<file path="src/core/bmf_pkg.sv">
// Shared constants, state codes and carriers of the broadband framing block.
// Assumes a single 125 MHz system clock; every count below is in bit times.
package bmf_pkg;

    // Transmit framing lengths, in bits.
    localparam logic [5:0] MAX_LEAD_DROP   = 6'h05;
    localparam logic [5:0] SYNC_BITS       = 6'h14;
    localparam logic [5:0] UMD_BITS        = 6'h02;
    localparam logic [5:0] POST_BITS       = 6'h17;
    localparam logic [5:0] SQE_DELAY_BITS  = 6'h23;
    localparam logic [5:0] SQE_BITS        = 6'h1e;

    // Scrambler length and feedback taps (delays 18 and 23).
    localparam int         SCR_LEN         = 23;
    localparam int         SCR_TAP_A       = 18;
    localparam int         SCR_TAP_B       = 23;

    // Receive framing: descrambler settling run, marks and line patterns.
    localparam logic [5:0] DESCR_SYNC_BITS = 6'h17;
    localparam logic [5:0] UMD_MARK        = 6'h14;
    localparam logic [22:0] POSTAMBLE      = 23'h3fffff;

    // Transmit sequencer states; codes 6 and 7 are illegal.
    typedef enum logic [2:0] {
        TX_IDLE = 3'h0,
        TX_SYNC = 3'h1,
        TX_UMD  = 3'h2,
        TX_SCR  = 3'h3,
        TX_POST = 3'h4,
        TX_SQE  = 3'h5
    } bmf_tx_state_e;

    // Receive reframing states.
    typedef enum logic [1:0] {
        RX_IDLE = 2'h0,
        RX_SYNC = 2'h1,
        RX_FILL = 2'h2,
        RX_DATA = 2'h3
    } bmf_rx_state_e;

    // One rebuilt bit toward the Manchester encoder of circuit DI.
    typedef struct packed {
        logic first;
        logic data;
    } bmf_di_word_s;

endpackage : bmf_pkg

</file>
<file path="src/core/bmf_framing.sv">
// Framing and line coding of a broadband attachment unit, transmit and receive.
// Assumes a free-running bit clock pin, a demodulator delivering raw bits with
// valid/ready on the system clock, and a Manchester encoder draining DI words.
`timescale 1ns/1ps

// Contract
// - Decode Manchester DO into plain NRZ bits.
// - Drop at most five leading bits.
// - Forward twenty sync bits from first zero.
// - Next two bits become zeros, delimiter.
// - Scramble every bit after the delimiter.
// - Append zero plus twenty-two ones postamble.
// - Postamble may be extended for turnoff.
// - Invert every bit before differential encoding.
// - Differentially encode everything sent to modulator.
// - Send SQE test burst after each packet.
// - Fresh scrambler seed for every packet.
// - Encoding equals division by six-tap generator; the code feeds back over taps 18 and 23 only.
// - Decode, invert received bits; modem recovers clock.
// - Force recovered data to one without carrier.
// - Lose at most six, gain one bit.
// - Delimiter starts local fill after fixed delay.
// - Descrambler self-synchronizes, needs no seed.
// - Descrambler valid within 23 bits of delimiter.
// - Pass descrambled data from 24th bit on.
// - Decoding equals multiplication by same generator.
// - Postamble or carrier loss ends packet cleanly.
// - One bit time is 100 ns; the bench bit clock runs at 160 ns.
// - SQE burst lasts thirty bit times.
// - SQE starts 35 bits after postamble start.
module bmf_framing
    import bmf_pkg::*;
#(
    parameter int POST_EXT  = 5,
    parameter int BUF_DEPTH = 2
) (
    input  wire logic         clock,
    input  wire logic         rstn,
    input  wire logic         bit_clk,
    input  wire logic         do_line,
    output logic              mod_bit,
    output logic              mod_strobe,
    output logic              mod_on,
    output logic              ce_on,
    input  wire logic         rx_valid,
    input  wire logic         rx_raw,
    input  wire logic         rx_carrier,
    input  wire logic         ce_detect,
    output logic              rx_ready,
    output logic              di_valid,
    input  wire logic         di_ready,
    output bmf_di_word_s      di_word
);

    localparam logic [5:0] POST_ALL = 6'(POST_BITS + 6'(POST_EXT));
    localparam logic [5:0] HOLD_LEN = POST_BITS - 6'h01;
    localparam int         PW       = $clog2(BUF_DEPTH);

    ////////////////////////////////////////////////////////////////////////////
    // Pin synchronisers and Manchester decoding.

    logic [2:0]            bclk_s;
    logic [2:0]            do_s;
    logic                  half1;
    logic                  rise;
    logic                  fall;
    logic                  bit_ok;
    logic                  bit_val;

    // Clock and data pass the same three stages, so they stay aligned.
    always_ff @(posedge clock or negedge rstn) begin
        if (!rstn) begin
            bclk_s <= 3'h0;
            do_s   <= 3'h0;
        end else begin
            bclk_s <= {bclk_s[1:0], bit_clk};
            do_s   <= {do_s[1:0], do_line};
        end
    end

    // The third stage is the line value just before each bit clock edge.
    assign rise    = bclk_s[1] & ~bclk_s[2];
    assign fall    = ~bclk_s[1] & bclk_s[2];
    assign bit_ok  = half1 != do_s[2];  // No mid-cell transition ends the frame.
    assign bit_val = do_s[2];

    // First half cell is caught at the falling edge, second at the next rise.
    always_ff @(posedge clock or negedge rstn) begin
        if (!rstn) begin
            half1 <= 1'b0;
        end else if (fall) begin
            half1 <= do_s[2];
        end
    end

    ////////////////////////////////////////////////////////////////////////////
    // Transmit sequencer: sync run, delimiter, scrambled body, postamble, SQE.

    bmf_tx_state_e         tx_state;
    logic [5:0]            tx_cnt;
    logic [5:0]            drop_cnt;
    logic [SCR_LEN-1:0]    scr;
    logic [SCR_LEN-1:0]    seed_ctr;
    logic                  scr_b;
    logic                  tx_go;
    logic                  tx_e;
    logic                  tx_plain;

    // Feedback over delays 18 and 23, then inversion and differential coding.
    assign scr_b = bit_val ^ scr[SCR_TAP_A-1] ^ scr[SCR_TAP_B-1];

    // The seed counter free-runs, so packets starting apart get other seeds.
    always_ff @(posedge clock or negedge rstn) begin
        if (!rstn) begin
            seed_ctr <= 23'h000001;
        end else begin
            seed_ctr <= seed_ctr + 23'h000001;
        end
    end

    // Bit chosen for the modulator on each bit clock rise, before inversion.
    always_comb begin
        tx_go = 1'b0;
        tx_e  = 1'b1;
        if (rise) begin
            unique case (tx_state)
                TX_IDLE: begin
                    tx_go = bit_ok && !bit_val;
                    tx_e  = 1'b0;
                end
                TX_SYNC, TX_UMD, TX_SCR: begin
                    tx_go = 1'b1;
                    if (!bit_ok) begin
                        tx_e = 1'b0;
                    end else if (tx_state == TX_SYNC) begin
                        tx_e = bit_val;
                    end else if (tx_state == TX_UMD) begin
                        tx_e = 1'b0;
                    end else begin
                        tx_e = scr_b;
                    end
                end
                TX_POST: begin
                    tx_go = tx_cnt < POST_ALL;
                    tx_e  = 1'b1;
                end
                TX_SQE: begin
                    tx_go = 1'b0;
                end
                default: begin
                    tx_go = 1'b0;
                end
            endcase
        end
    end

    // Sequencer steps once per bit time, so every count is in bit times.
    always_ff @(posedge clock or negedge rstn) begin
        if (!rstn) begin
            tx_state <= TX_IDLE;
            tx_cnt   <= 6'h00;
            drop_cnt <= 6'h00;
            scr      <= 23'h000000;
            ce_on    <= 1'b0;
        end else if (rise) begin
            unique case (tx_state)
                TX_IDLE: begin
                    if (!bit_ok) begin
                        drop_cnt <= 6'h00;
                    end else if (!bit_val) begin
                        tx_state <= TX_SYNC;
                        tx_cnt   <= 6'h01;
                        scr      <= seed_ctr;
                    end else begin
                        drop_cnt <= drop_cnt + 6'h01;
                    end
                end
                TX_SYNC, TX_UMD, TX_SCR: begin
                    if (!bit_ok) begin
                        tx_state <= TX_POST;
                        tx_cnt   <= 6'h01;
                    end else if (tx_state == TX_SYNC) begin
                        tx_cnt <= (tx_cnt == SYNC_BITS - 6'h01) ? 6'h00 : tx_cnt + 6'h01;
                        if (tx_cnt == SYNC_BITS - 6'h01) begin
                            tx_state <= TX_UMD;
                        end
                    end else if (tx_state == TX_UMD) begin
                        tx_cnt <= tx_cnt + 6'h01;
                        if (tx_cnt == UMD_BITS - 6'h01) begin
                            tx_state <= TX_SCR;
                        end
                    end else begin
                        scr <= {scr[SCR_LEN-2:0], scr_b};
                    end
                end
                TX_POST: begin
                    if (tx_cnt == SQE_DELAY_BITS) begin
                        tx_state <= TX_SQE;
                        tx_cnt   <= 6'h00;
                        ce_on    <= 1'b1;
                    end else begin
                        tx_cnt <= tx_cnt + 6'h01;
                    end
                end
                TX_SQE: begin
                    tx_cnt <= tx_cnt + 6'h01;
                    if (tx_cnt == SQE_BITS - 6'h01) begin
                        tx_state <= TX_IDLE;
                        ce_on    <= 1'b0;
                        drop_cnt <= 6'h00;
                    end
                end
                default: begin
                    tx_state <= TX_IDLE;
                    ce_on    <= 1'b0;
                end
            endcase
        end
    end

    // Modulator side: invert, then code each bit as change or no change.
    always_ff @(posedge clock or negedge rstn) begin
        if (!rstn) begin
            mod_bit    <= 1'b0;
            mod_strobe <= 1'b0;
            mod_on     <= 1'b0;
            tx_plain   <= 1'b1;
        end else begin
            mod_strobe <= tx_go;
            if (tx_go) begin
                tx_plain <= tx_e;
                mod_bit  <= mod_bit ^ ~tx_e;
                mod_on   <= 1'b1;
            end else if (rise && tx_state == TX_POST) begin
                mod_on <= 1'b0;  // Carrier drops before the SQE burst starts.
            end
        end
    end

    ////////////////////////////////////////////////////////////////////////////
    // Receive reframing: decode, descramble, refill preamble, strip postamble.

    bmf_rx_state_e         rx_state;
    logic [5:0]            rx_cnt;
    logic [5:0]            next_cnt;
    logic                  raw_prev;
    logic [SCR_LEN-1:0]    dsr;
    logic [22:0]           win;
    logic [22:0]           next_win;
    logic [21:0]           dly;
    logic [5:0]            dly_cnt;
    logic                  rx_sent;
    logic                  rx_acc;
    logic                  rec;
    logic                  desc;
    logic                  rx_push;
    logic                  rx_pb;
    logic                  rx_abort;
    logic                  emit;

    // Without carrier the recovered stream is all ones, so no delimiter forms.
    assign rx_acc   = rx_valid && rx_ready;
    assign rec      = rx_carrier ? ~(rx_raw ^ raw_prev) : 1'b1;
    assign desc     = rec ^ dsr[SCR_TAP_A-1] ^ dsr[SCR_TAP_B-1];
    assign next_win = {win[21:0], rec};
    assign next_cnt = rx_cnt + 6'h01;

    // Postamble, carrier loss or collision enforcement all end the packet.
    assign rx_abort = (rx_state != RX_IDLE) && (!rx_carrier || ce_detect
                    || (rx_acc && rx_state == RX_DATA && next_win == POSTAMBLE));

    // The delimiter's second bit is restored as a one, then the fill runs.
    always_comb begin
        rx_push = 1'b0;
        rx_pb   = rec;
        if (rx_acc && !rx_abort) begin
            unique case (rx_state)
                RX_IDLE: rx_push = rx_carrier && !rec;
                RX_SYNC: begin
                    rx_push = 1'b1;
                    rx_pb   = (next_win[5:0] == UMD_MARK) ? 1'b1 : rec;
                end
                RX_FILL: begin
                    rx_push = 1'b1;
                    rx_pb   = ~next_cnt[0];
                end
                RX_DATA: begin
                    rx_push = 1'b1;
                    rx_pb   = desc;
                end
            endcase
        end
    end

    // Descrambler and pattern window always run, so they sync on any stream.
    always_ff @(posedge clock or negedge rstn) begin
        if (!rstn) begin
            raw_prev <= 1'b0;
            dsr      <= 23'h000000;
            win      <= 23'h7fffff;
        end else if (rx_acc) begin
            raw_prev <= rx_raw;
            dsr      <= {dsr[SCR_LEN-2:0], rec};
            win      <= next_win;
        end
    end

    // Reframing states; the fill length covers the descrambler settling.
    always_ff @(posedge clock or negedge rstn) begin
        if (!rstn) begin
            rx_state <= RX_IDLE;
            rx_cnt   <= 6'h00;
        end else if (rx_abort) begin
            rx_state <= RX_IDLE;
        end else if (rx_acc) begin
            unique case (rx_state)
                RX_IDLE: if (rx_push) rx_state <= RX_SYNC;
                RX_SYNC: begin
                    rx_cnt <= 6'h00;
                    if (next_win[5:0] == UMD_MARK) begin
                        rx_state <= RX_FILL;
                    end
                end
                RX_FILL: begin
                    rx_cnt <= next_cnt;
                    if (next_cnt == DESCR_SYNC_BITS) begin
                        rx_state <= RX_DATA;
                    end
                end
                RX_DATA: rx_cnt <= rx_cnt;
            endcase
        end
    end

    // A 22-bit lag: when the last postamble bit arrives, the held bits are
    // exactly its zero and first 21 ones, so nothing trails and no data is
    // lost; the cost is 22 bit times of receive latency.
    always_ff @(posedge clock or negedge rstn) begin
        if (!rstn) begin
            dly     <= 22'h000000;
            dly_cnt <= 6'h00;
            rx_sent <= 1'b0;
        end else if (rx_abort) begin
            dly_cnt <= 6'h00;
            rx_sent <= 1'b0;
        end else if (rx_push) begin
            dly <= {dly[20:0], rx_pb};
            if (dly_cnt != HOLD_LEN) begin
                dly_cnt <= dly_cnt + 6'h01;
            end
            if (emit) begin
                rx_sent <= 1'b1;
            end
        end
    end

    assign emit = rx_push && dly_cnt == HOLD_LEN;

    ////////////////////////////////////////////////////////////////////////////
    // Output buffer toward the DI encoder; a full buffer stalls the demodulator.

    bmf_di_word_s          buf_mem [BUF_DEPTH];
    logic [PW-1:0]         wr_ptr;
    logic [PW-1:0]         rd_ptr;
    logic [PW:0]           buf_cnt;
    logic                  rd_take;

    assign rx_ready = buf_cnt != (PW+1)'(BUF_DEPTH);
    assign di_valid = buf_cnt != '0;
    assign di_word  = buf_mem[rd_ptr];
    assign rd_take  = di_valid && di_ready;

    // Pointers wrap explicitly so any depth of two or more works, not only powers of two.
    always_ff @(posedge clock or negedge rstn) begin
        if (!rstn) begin
            wr_ptr  <= '0;
            rd_ptr  <= '0;
            buf_cnt <= '0;
            for (int i = 0; i < BUF_DEPTH; i++) begin
                buf_mem[i] <= '0;
            end
        end else begin
            if (emit) begin
                buf_mem[wr_ptr] <= '{first: !rx_sent, data: dly[21]};
                wr_ptr <= (wr_ptr == PW'(BUF_DEPTH - 1)) ? '0 : wr_ptr + PW'(1);
            end
            if (rd_take) begin
                rd_ptr <= (rd_ptr == PW'(BUF_DEPTH - 1)) ? '0 : rd_ptr + PW'(1);
            end
            buf_cnt <= buf_cnt + (PW+1)'(emit) - (PW+1)'(rd_take);
        end
    end

    ////////////////////////////////////////////////////////////////////////////
    // Checks on the framing, kept next to the logic above.

    logic [5:0]            nbits;
    logic [5:0]            ce_bits;

    // Helper counters: bits sent since frame start, bit times under SQE.
    always_ff @(posedge clock or negedge rstn) begin
        if (!rstn) begin
            nbits   <= 6'h00;
            ce_bits <= 6'h00;
        end else begin
            if (tx_state == TX_IDLE) begin
                nbits <= tx_go ? 6'h01 : 6'h00;
            end else if (tx_go && nbits != 6'h3f) begin
                nbits <= nbits + 6'h01;
            end
            ce_bits <= !ce_on ? 6'h00 : (rise ? ce_bits + 6'h01 : ce_bits);
        end
    end

    a_lead_drop: assert property (@(posedge clock) disable iff (!rstn)
        $rose(tx_state == TX_SYNC) |-> $past(drop_cnt) <= MAX_LEAD_DROP)
        else $error("too many lead-in bits dropped");
    a_sync_run: assert property (@(posedge clock) disable iff (!rstn)
        $rose(tx_state == TX_SCR) |-> nbits == SYNC_BITS + UMD_BITS)
        else $error("sync run and delimiter not 22 bits");
    a_umd_zero: assert property (@(posedge clock) disable iff (!rstn)
        rise && tx_state == TX_UMD && bit_ok |=> mod_strobe && !tx_plain)
        else $error("delimiter bit not zero");
    a_post_zero: assert property (@(posedge clock) disable iff (!rstn)
        $rose(tx_state == TX_POST) |-> mod_strobe && !tx_plain)
        else $error("postamble does not open with zero");
    a_diff_code: assert property (@(posedge clock) disable iff (!rstn)
        mod_strobe |-> mod_bit == ($past(mod_bit) ^ ~tx_plain))
        else $error("modulator bit not inverted differential code");
    a_ce_excl: assert property (@(posedge clock) disable iff (!rstn)
        !(ce_on && mod_on))
        else $error("data and SQE burst overlap");
    a_sqe_len: assert property (@(posedge clock) disable iff (!rstn)
        $fell(ce_on) |-> ce_bits == SQE_BITS)
        else $error("SQE burst length wrong");
    a_sqe_delay: assert property (@(posedge clock) disable iff (!rstn)
        $rose(ce_on) |-> $past(tx_cnt) == SQE_DELAY_BITS && $past(tx_state) == TX_POST)
        else $error("SQE burst start delay wrong");
    a_descr_start: assert property (@(posedge clock) disable iff (!rstn)
        $rose(rx_state == RX_DATA) |-> rx_cnt == DESCR_SYNC_BITS)
        else $error("descrambled data not from 24th bit");
    a_fill_phase: assert property (@(posedge clock) disable iff (!rstn)
        rx_push && rx_state == RX_FILL |-> rx_pb != dly[0])
        else $error("fill pattern out of phase");
    a_post_flush: assert property (@(posedge clock) disable iff (!rstn)
        rx_acc && rx_state == RX_DATA && next_win == POSTAMBLE
        |=> rx_state == RX_IDLE && dly_cnt == 6'h00 && !emit)
        else $error("postamble bits not discarded");
    a_no_carrier: assert property (@(posedge clock) disable iff (!rstn)
        !rx_carrier && rx_state != RX_IDLE |=> rx_state == RX_IDLE && !emit)
        else $error("packet survives carrier loss");

endmodule : bmf_framing

</file>
<file path="config.mk">
export PLATFORM = sky130hd
export DESIGN_NAME = bmf_framing
export DESIGN_NICKNAME = d
export VERILOG_FILES = /design/src/core/bmf_pkg.sv /design/src/core/bmf_framing.sv
export SDC_FILE = /design/constraint.sdc
export NUM_CORES = 1
export LEC_CHECK = 0
export ABC_CLOCK_PERIOD_IN_PS = 5000
export BUFFER_PORTS_ARGS = -buffer_cell sky130_fd_sc_hd__buf_4
export CAP_MARGIN = 20
export CORE_MARGIN = 1.5
export CORE_UTILIZATION = 45
export DETAILED_ROUTE_END_ITERATION = 8
export GPL_TIMING_DRIVEN = 0
export SLEW_MARGIN = 20
export SYNTH_ARGS = -nofsm -noshare
export SYNTH_HDL_FRONTEND = slang
export SYNTH_SLANG_ARGS = --single-unit
</file>
<file path="constraint.sdc">
create_clock -name clock -period 5 [get_ports clock]
set_input_delay 0.75 -clock clock [delete_from_list [all_inputs] [get_ports clock]]
set_output_delay 0.75 -clock clock [all_outputs]
set_load 0.01 [all_outputs]
</file>
==> summary.md <==
- vias in the first global route: 4,821
- unrepaired setup endpoints after global routing: false
- gate count after technology mapping: 677
- Fin. Hold Viols: 0
- starting DRC count in detailed routing: 177
- sequential element share of the synthesized area: 0.557
- effective utilization at floorplan: 0.464
- width of the die: 129 um
- number of placed I/O pins: 17
- Synthesis Warnings: 0
- number of nets with antenna violations after routing: 0
- Antenna Cells: 0
- status: completed
- DP Cell Count: 905
- number of H-tree branching levels: 4
- hpwl dp: 8530 um
- depth of the most critical reg-to-reg path: 10
- top post-synthesis cells by area: sky130_fd_sc_hd__dfrtp_1, sky130_fd_sc_hd__nand2_1, sky130_fd_sc_hd__dfstp_2, sky130_fd_sc_hd__mux2i_1, sky130_fd_sc_hd__mux2_2
- number of failing setup endpoints in the final timing report: 0
- height of the die: 129 um
- Max Fclk: 399 MHz
- post-CTS repair timing setup buffer count: 0
- post-route non-filler standard cell count: 937
- CTS Buffer Depth: 2
- utilization of the core after routing: 0.534
- Inserted Clock Buffers: 17
- fin crit period: 2.50 ns
- distinct cell type count after synthesis: 64
- Hold-fix buffers, CTS: 0
- most common flop cell mapped by yosys: sky130_fd_sc_hd__dfrtp_1
- Clk Tree Root Cell: sky130_fd_sc_hd__clkbuf_16
- mean post-synth cell area: 10.5 sq um
- source-to-sink clock delay at the later pin of the worst-skew pair: 0.42 ns
- CP startpoint kind: flop
- site row count: 45
- type of element capturing the critical path: flop
- reg-to-reg critical path startpoint: rx_state[1]$_DFFE_PN0P_
- Setup TNS Final: 0 ns
- power density cells: 511 nW/um^2
- actual slew at the worst max-slew pin: 0.652 ns
- most frequent standard cell in the layout excluding fill and tap cells: sky130_fd_sc_hd__nand2_1
- Final Skew: 0.00679 ns
- number of instances resized during post-cts repair: 0
- VDD IR max: 0.000354 V
- capture instance of the worst register-to-register path: buf_cnt[1]$_DFF_PN0_
- antenna violations before repair: 0
- iteration count of the initial detailed-routing pass: 5
- average detailed-routed wire length per instance: 13.4 um
- Max Transition Viols Final: 0
- register bit total from synthesis: 157
- static leakage: 3.87 nW
- Synth area leader: sky130_fd_sc_hd__dfrtp_1
- post-synthesis instance area: 7100 sq um
- Tot Pwr: 4.18 mW
- clk sinks: 157
- Max-slew headroom: 0.564
- critical path data required time: 5.34 ns
- worst min-delay path class: in -> async
- Die Area: 16,500 sq um
- fraction of final layout cells sized beyond drive strength 1: 0.165
- share of the synthesized area in the top cell type: 0.472
- layout overhead on the synthesized area: 15.2%
- minimum setup slack among reg-to-reg paths: 2.50 ns
- CTS tree: done
- Critical Setup Path Class: reg -> reg
- wire length of the first global-routing pass: 22,000 um
- DR vias: 4,806
- Clk pin slew, worst setup/hold paths: 0.06 ns
- Total Wirelength: 12,500 um
- remaining global-route overflow: 0
- period utilization: 0.501
- Max Cap Viol: 0
- Post-Route Hold Slack: 0.304 ns
- launching element of the worst setup path: rx_state[1]$_DFFE_PN0P_
- highest-count cells in the layout ignoring fill and taps: sky130_fd_sc_hd__nand2_1, sky130_fd_sc_hd__dfrtp_1, sky130_fd_sc_hd__o21ai_0
- Post-synth EDFFs: 0
- final weighted congestion of routability-driven global placement: 0.845
- Async S/R FF share, synth: 1.00
- number of nets produced by synthesis: 700
- Total GRT Usage: 0.166
- nets: 736
- maximum fanout count along the critical path: 10
- pin count of the biggest net entering global routing: 83
- # port buffers: 16
- total DRC errors in the routed layout: 0
- number of vias per cell after detailed routing: 5.13
- worst setup path end: buf_cnt[1]$_DFF_PN0_
- arrival time worst endpoint: 2.84 ns
- core box area: 15,300 sq um
[synthesized netlist by cell type, types with 3 or more instances]
library cell / number
sky130_fd_sc_hd__o31ai_1: 3
sky130_fd_sc_hd__and3_1: 11
sky130_fd_sc_hd__ha_1: 14
sky130_fd_sc_hd__mux2i_1: 27
sky130_fd_sc_hd__dfstp_2: 23
sky130_fd_sc_hd__nand3_1: 18
sky130_fd_sc_hd__nor2_1: 21
sky130_fd_sc_hd__a31oi_1: 5
sky130_fd_sc_hd__dfrtp_1: 134
sky130_fd_sc_hd__clkbuf_1: 18
sky130_fd_sc_hd__nor2b_1: 7
sky130_fd_sc_hd__a21oi_1: 9
sky130_fd_sc_hd__nand2b_1: 4
sky130_fd_sc_hd__xor2_1: 13
sky130_fd_sc_hd__buf_2: 5
sky130_fd_sc_hd__buf_4: 3
sky130_fd_sc_hd__xnor2_1: 23
sky130_fd_sc_hd__mux2_2: 23
sky130_fd_sc_hd__a21o_1: 3
sky130_fd_sc_hd__nand4_1: 12
sky130_fd_sc_hd__nand2_1: 182
sky130_fd_sc_hd__inv_1: 19
sky130_fd_sc_hd__or2_2: 4
sky130_fd_sc_hd__o211ai_1: 5
sky130_fd_sc_hd__o21ai_0: 39
sky130_fd_sc_hd__and2_1: 3
[layer usage]
metal  global-route usage  wire, um  vias up
li1                     -         -     2367
met1                0.213      5900     2372
met2                0.274      6130       52
met3               0.0441       357       15
met4               0.0555       154        0
met5                    0         0        -
[worst max-delay path, cell delays in order (launching register included)]
cell and delay (ns):
sky130_fd_sc_hd__dfrtp_1 0.41, sky130_fd_sc_hd__ha_1 0.20, sky130_fd_sc_hd__nand4_1 0.10, sky130_fd_sc_hd__nor4_2 0.35
sky130_fd_sc_hd__a31oi_4 0.19, sky130_fd_sc_hd__a21oi_4 0.29, sky130_fd_sc_hd__buf_2 0.26, sky130_fd_sc_hd__nor2_1 0.09
sky130_fd_sc_hd__ha_1 0.22, sky130_fd_sc_hd__xnor2_1 0.16, sky130_fd_sc_hd__xnor2_1 0.14
[state kept, by name, indices dropped and copies added (netlist names), 2 cells and up]
signal    flops
dly_cnt       6
bclk_s        3
buf_mem       4
seed_ctr     23
tx_cnt        6
win          22
rx_cnt        6
buf_cnt       2
dsr          23
scr          23
rx_state      2
dly          22
do_s          3
tx_state      3
[cell families (layout without fill, tap and decap cells)]
logic type	after synthesis	count (layout)	synth area share
AOI/OAI and AO/OA	90	90	0.0875
muxes	52	52	0.0787
and+or+nand+nor	282	282	0.179
xor gates and xnor gates	37	37	0.0467
adders and majority gates	14	14	0.0247
DFF	157	157	0.557
buffers and inverters	45	94	0.0262
[report_power, final]
part,internal (mW),switching [mW],leakage [nW],total (mW)
combinational,0.427,0.594,1.53,1.02
clock,0.869,0.504,0.326,1.37
sequential,1.60,0.193,2.01,1.79
[per-stage QoR]
step           setup WS [ns]  instance area, sq um
6_report                2.50                  8180
2_1_floorplan           2.58                  7100
3_3_place_gp            2.15                  7490
5_1_grt                 2.27                  8180
3_5_place_dp            2.15                  7520
4_1_cts                 2.44                  8180
[worst min-delay path by stage]
stage	from	end	slack [ns]	depth (start not counted)
2_1_floorplan	bclk_s[0]$_DFF_PN0_	bclk_s[1]$_DFF_PN0_	0.33	0
3_3_place_gp	do_s[1]$_DFF_PN0_	do_s[2]$_DFF_PN0_	0.33	0
3_5_place_dp	do_s[1]$_DFF_PN0_	do_s[2]$_DFF_PN0_	0.33	0
4_1_cts	rstn	seed_ctr[9]$_DFF_PN0_	0.32	1
5_1_grt	rstn	seed_ctr[9]$_DFF_PN0_	0.34	1
6_report	rstn	seed_ctr[9]$_DFF_PN0_	0.30	1
[layout make-up]
| cell class | instances | area, sq um |
|---|---|---|
| Clock inverter | 4 | 25.0 |
| Tap cell | 211 | 264 |
| Multi-Input combinational cell | 475 | 2960 |
| Timing Repair Buffer | 17 | 155 |
| Buffer | 26 | 115 |
| Inverter | 19 | 71.3 |
| Fill cell | 1348 | 7130 |
| Clock buffer | 28 | 634 |
| Sequential cell | 157 | 3960 |
Power figures use the tool's default switching activity.
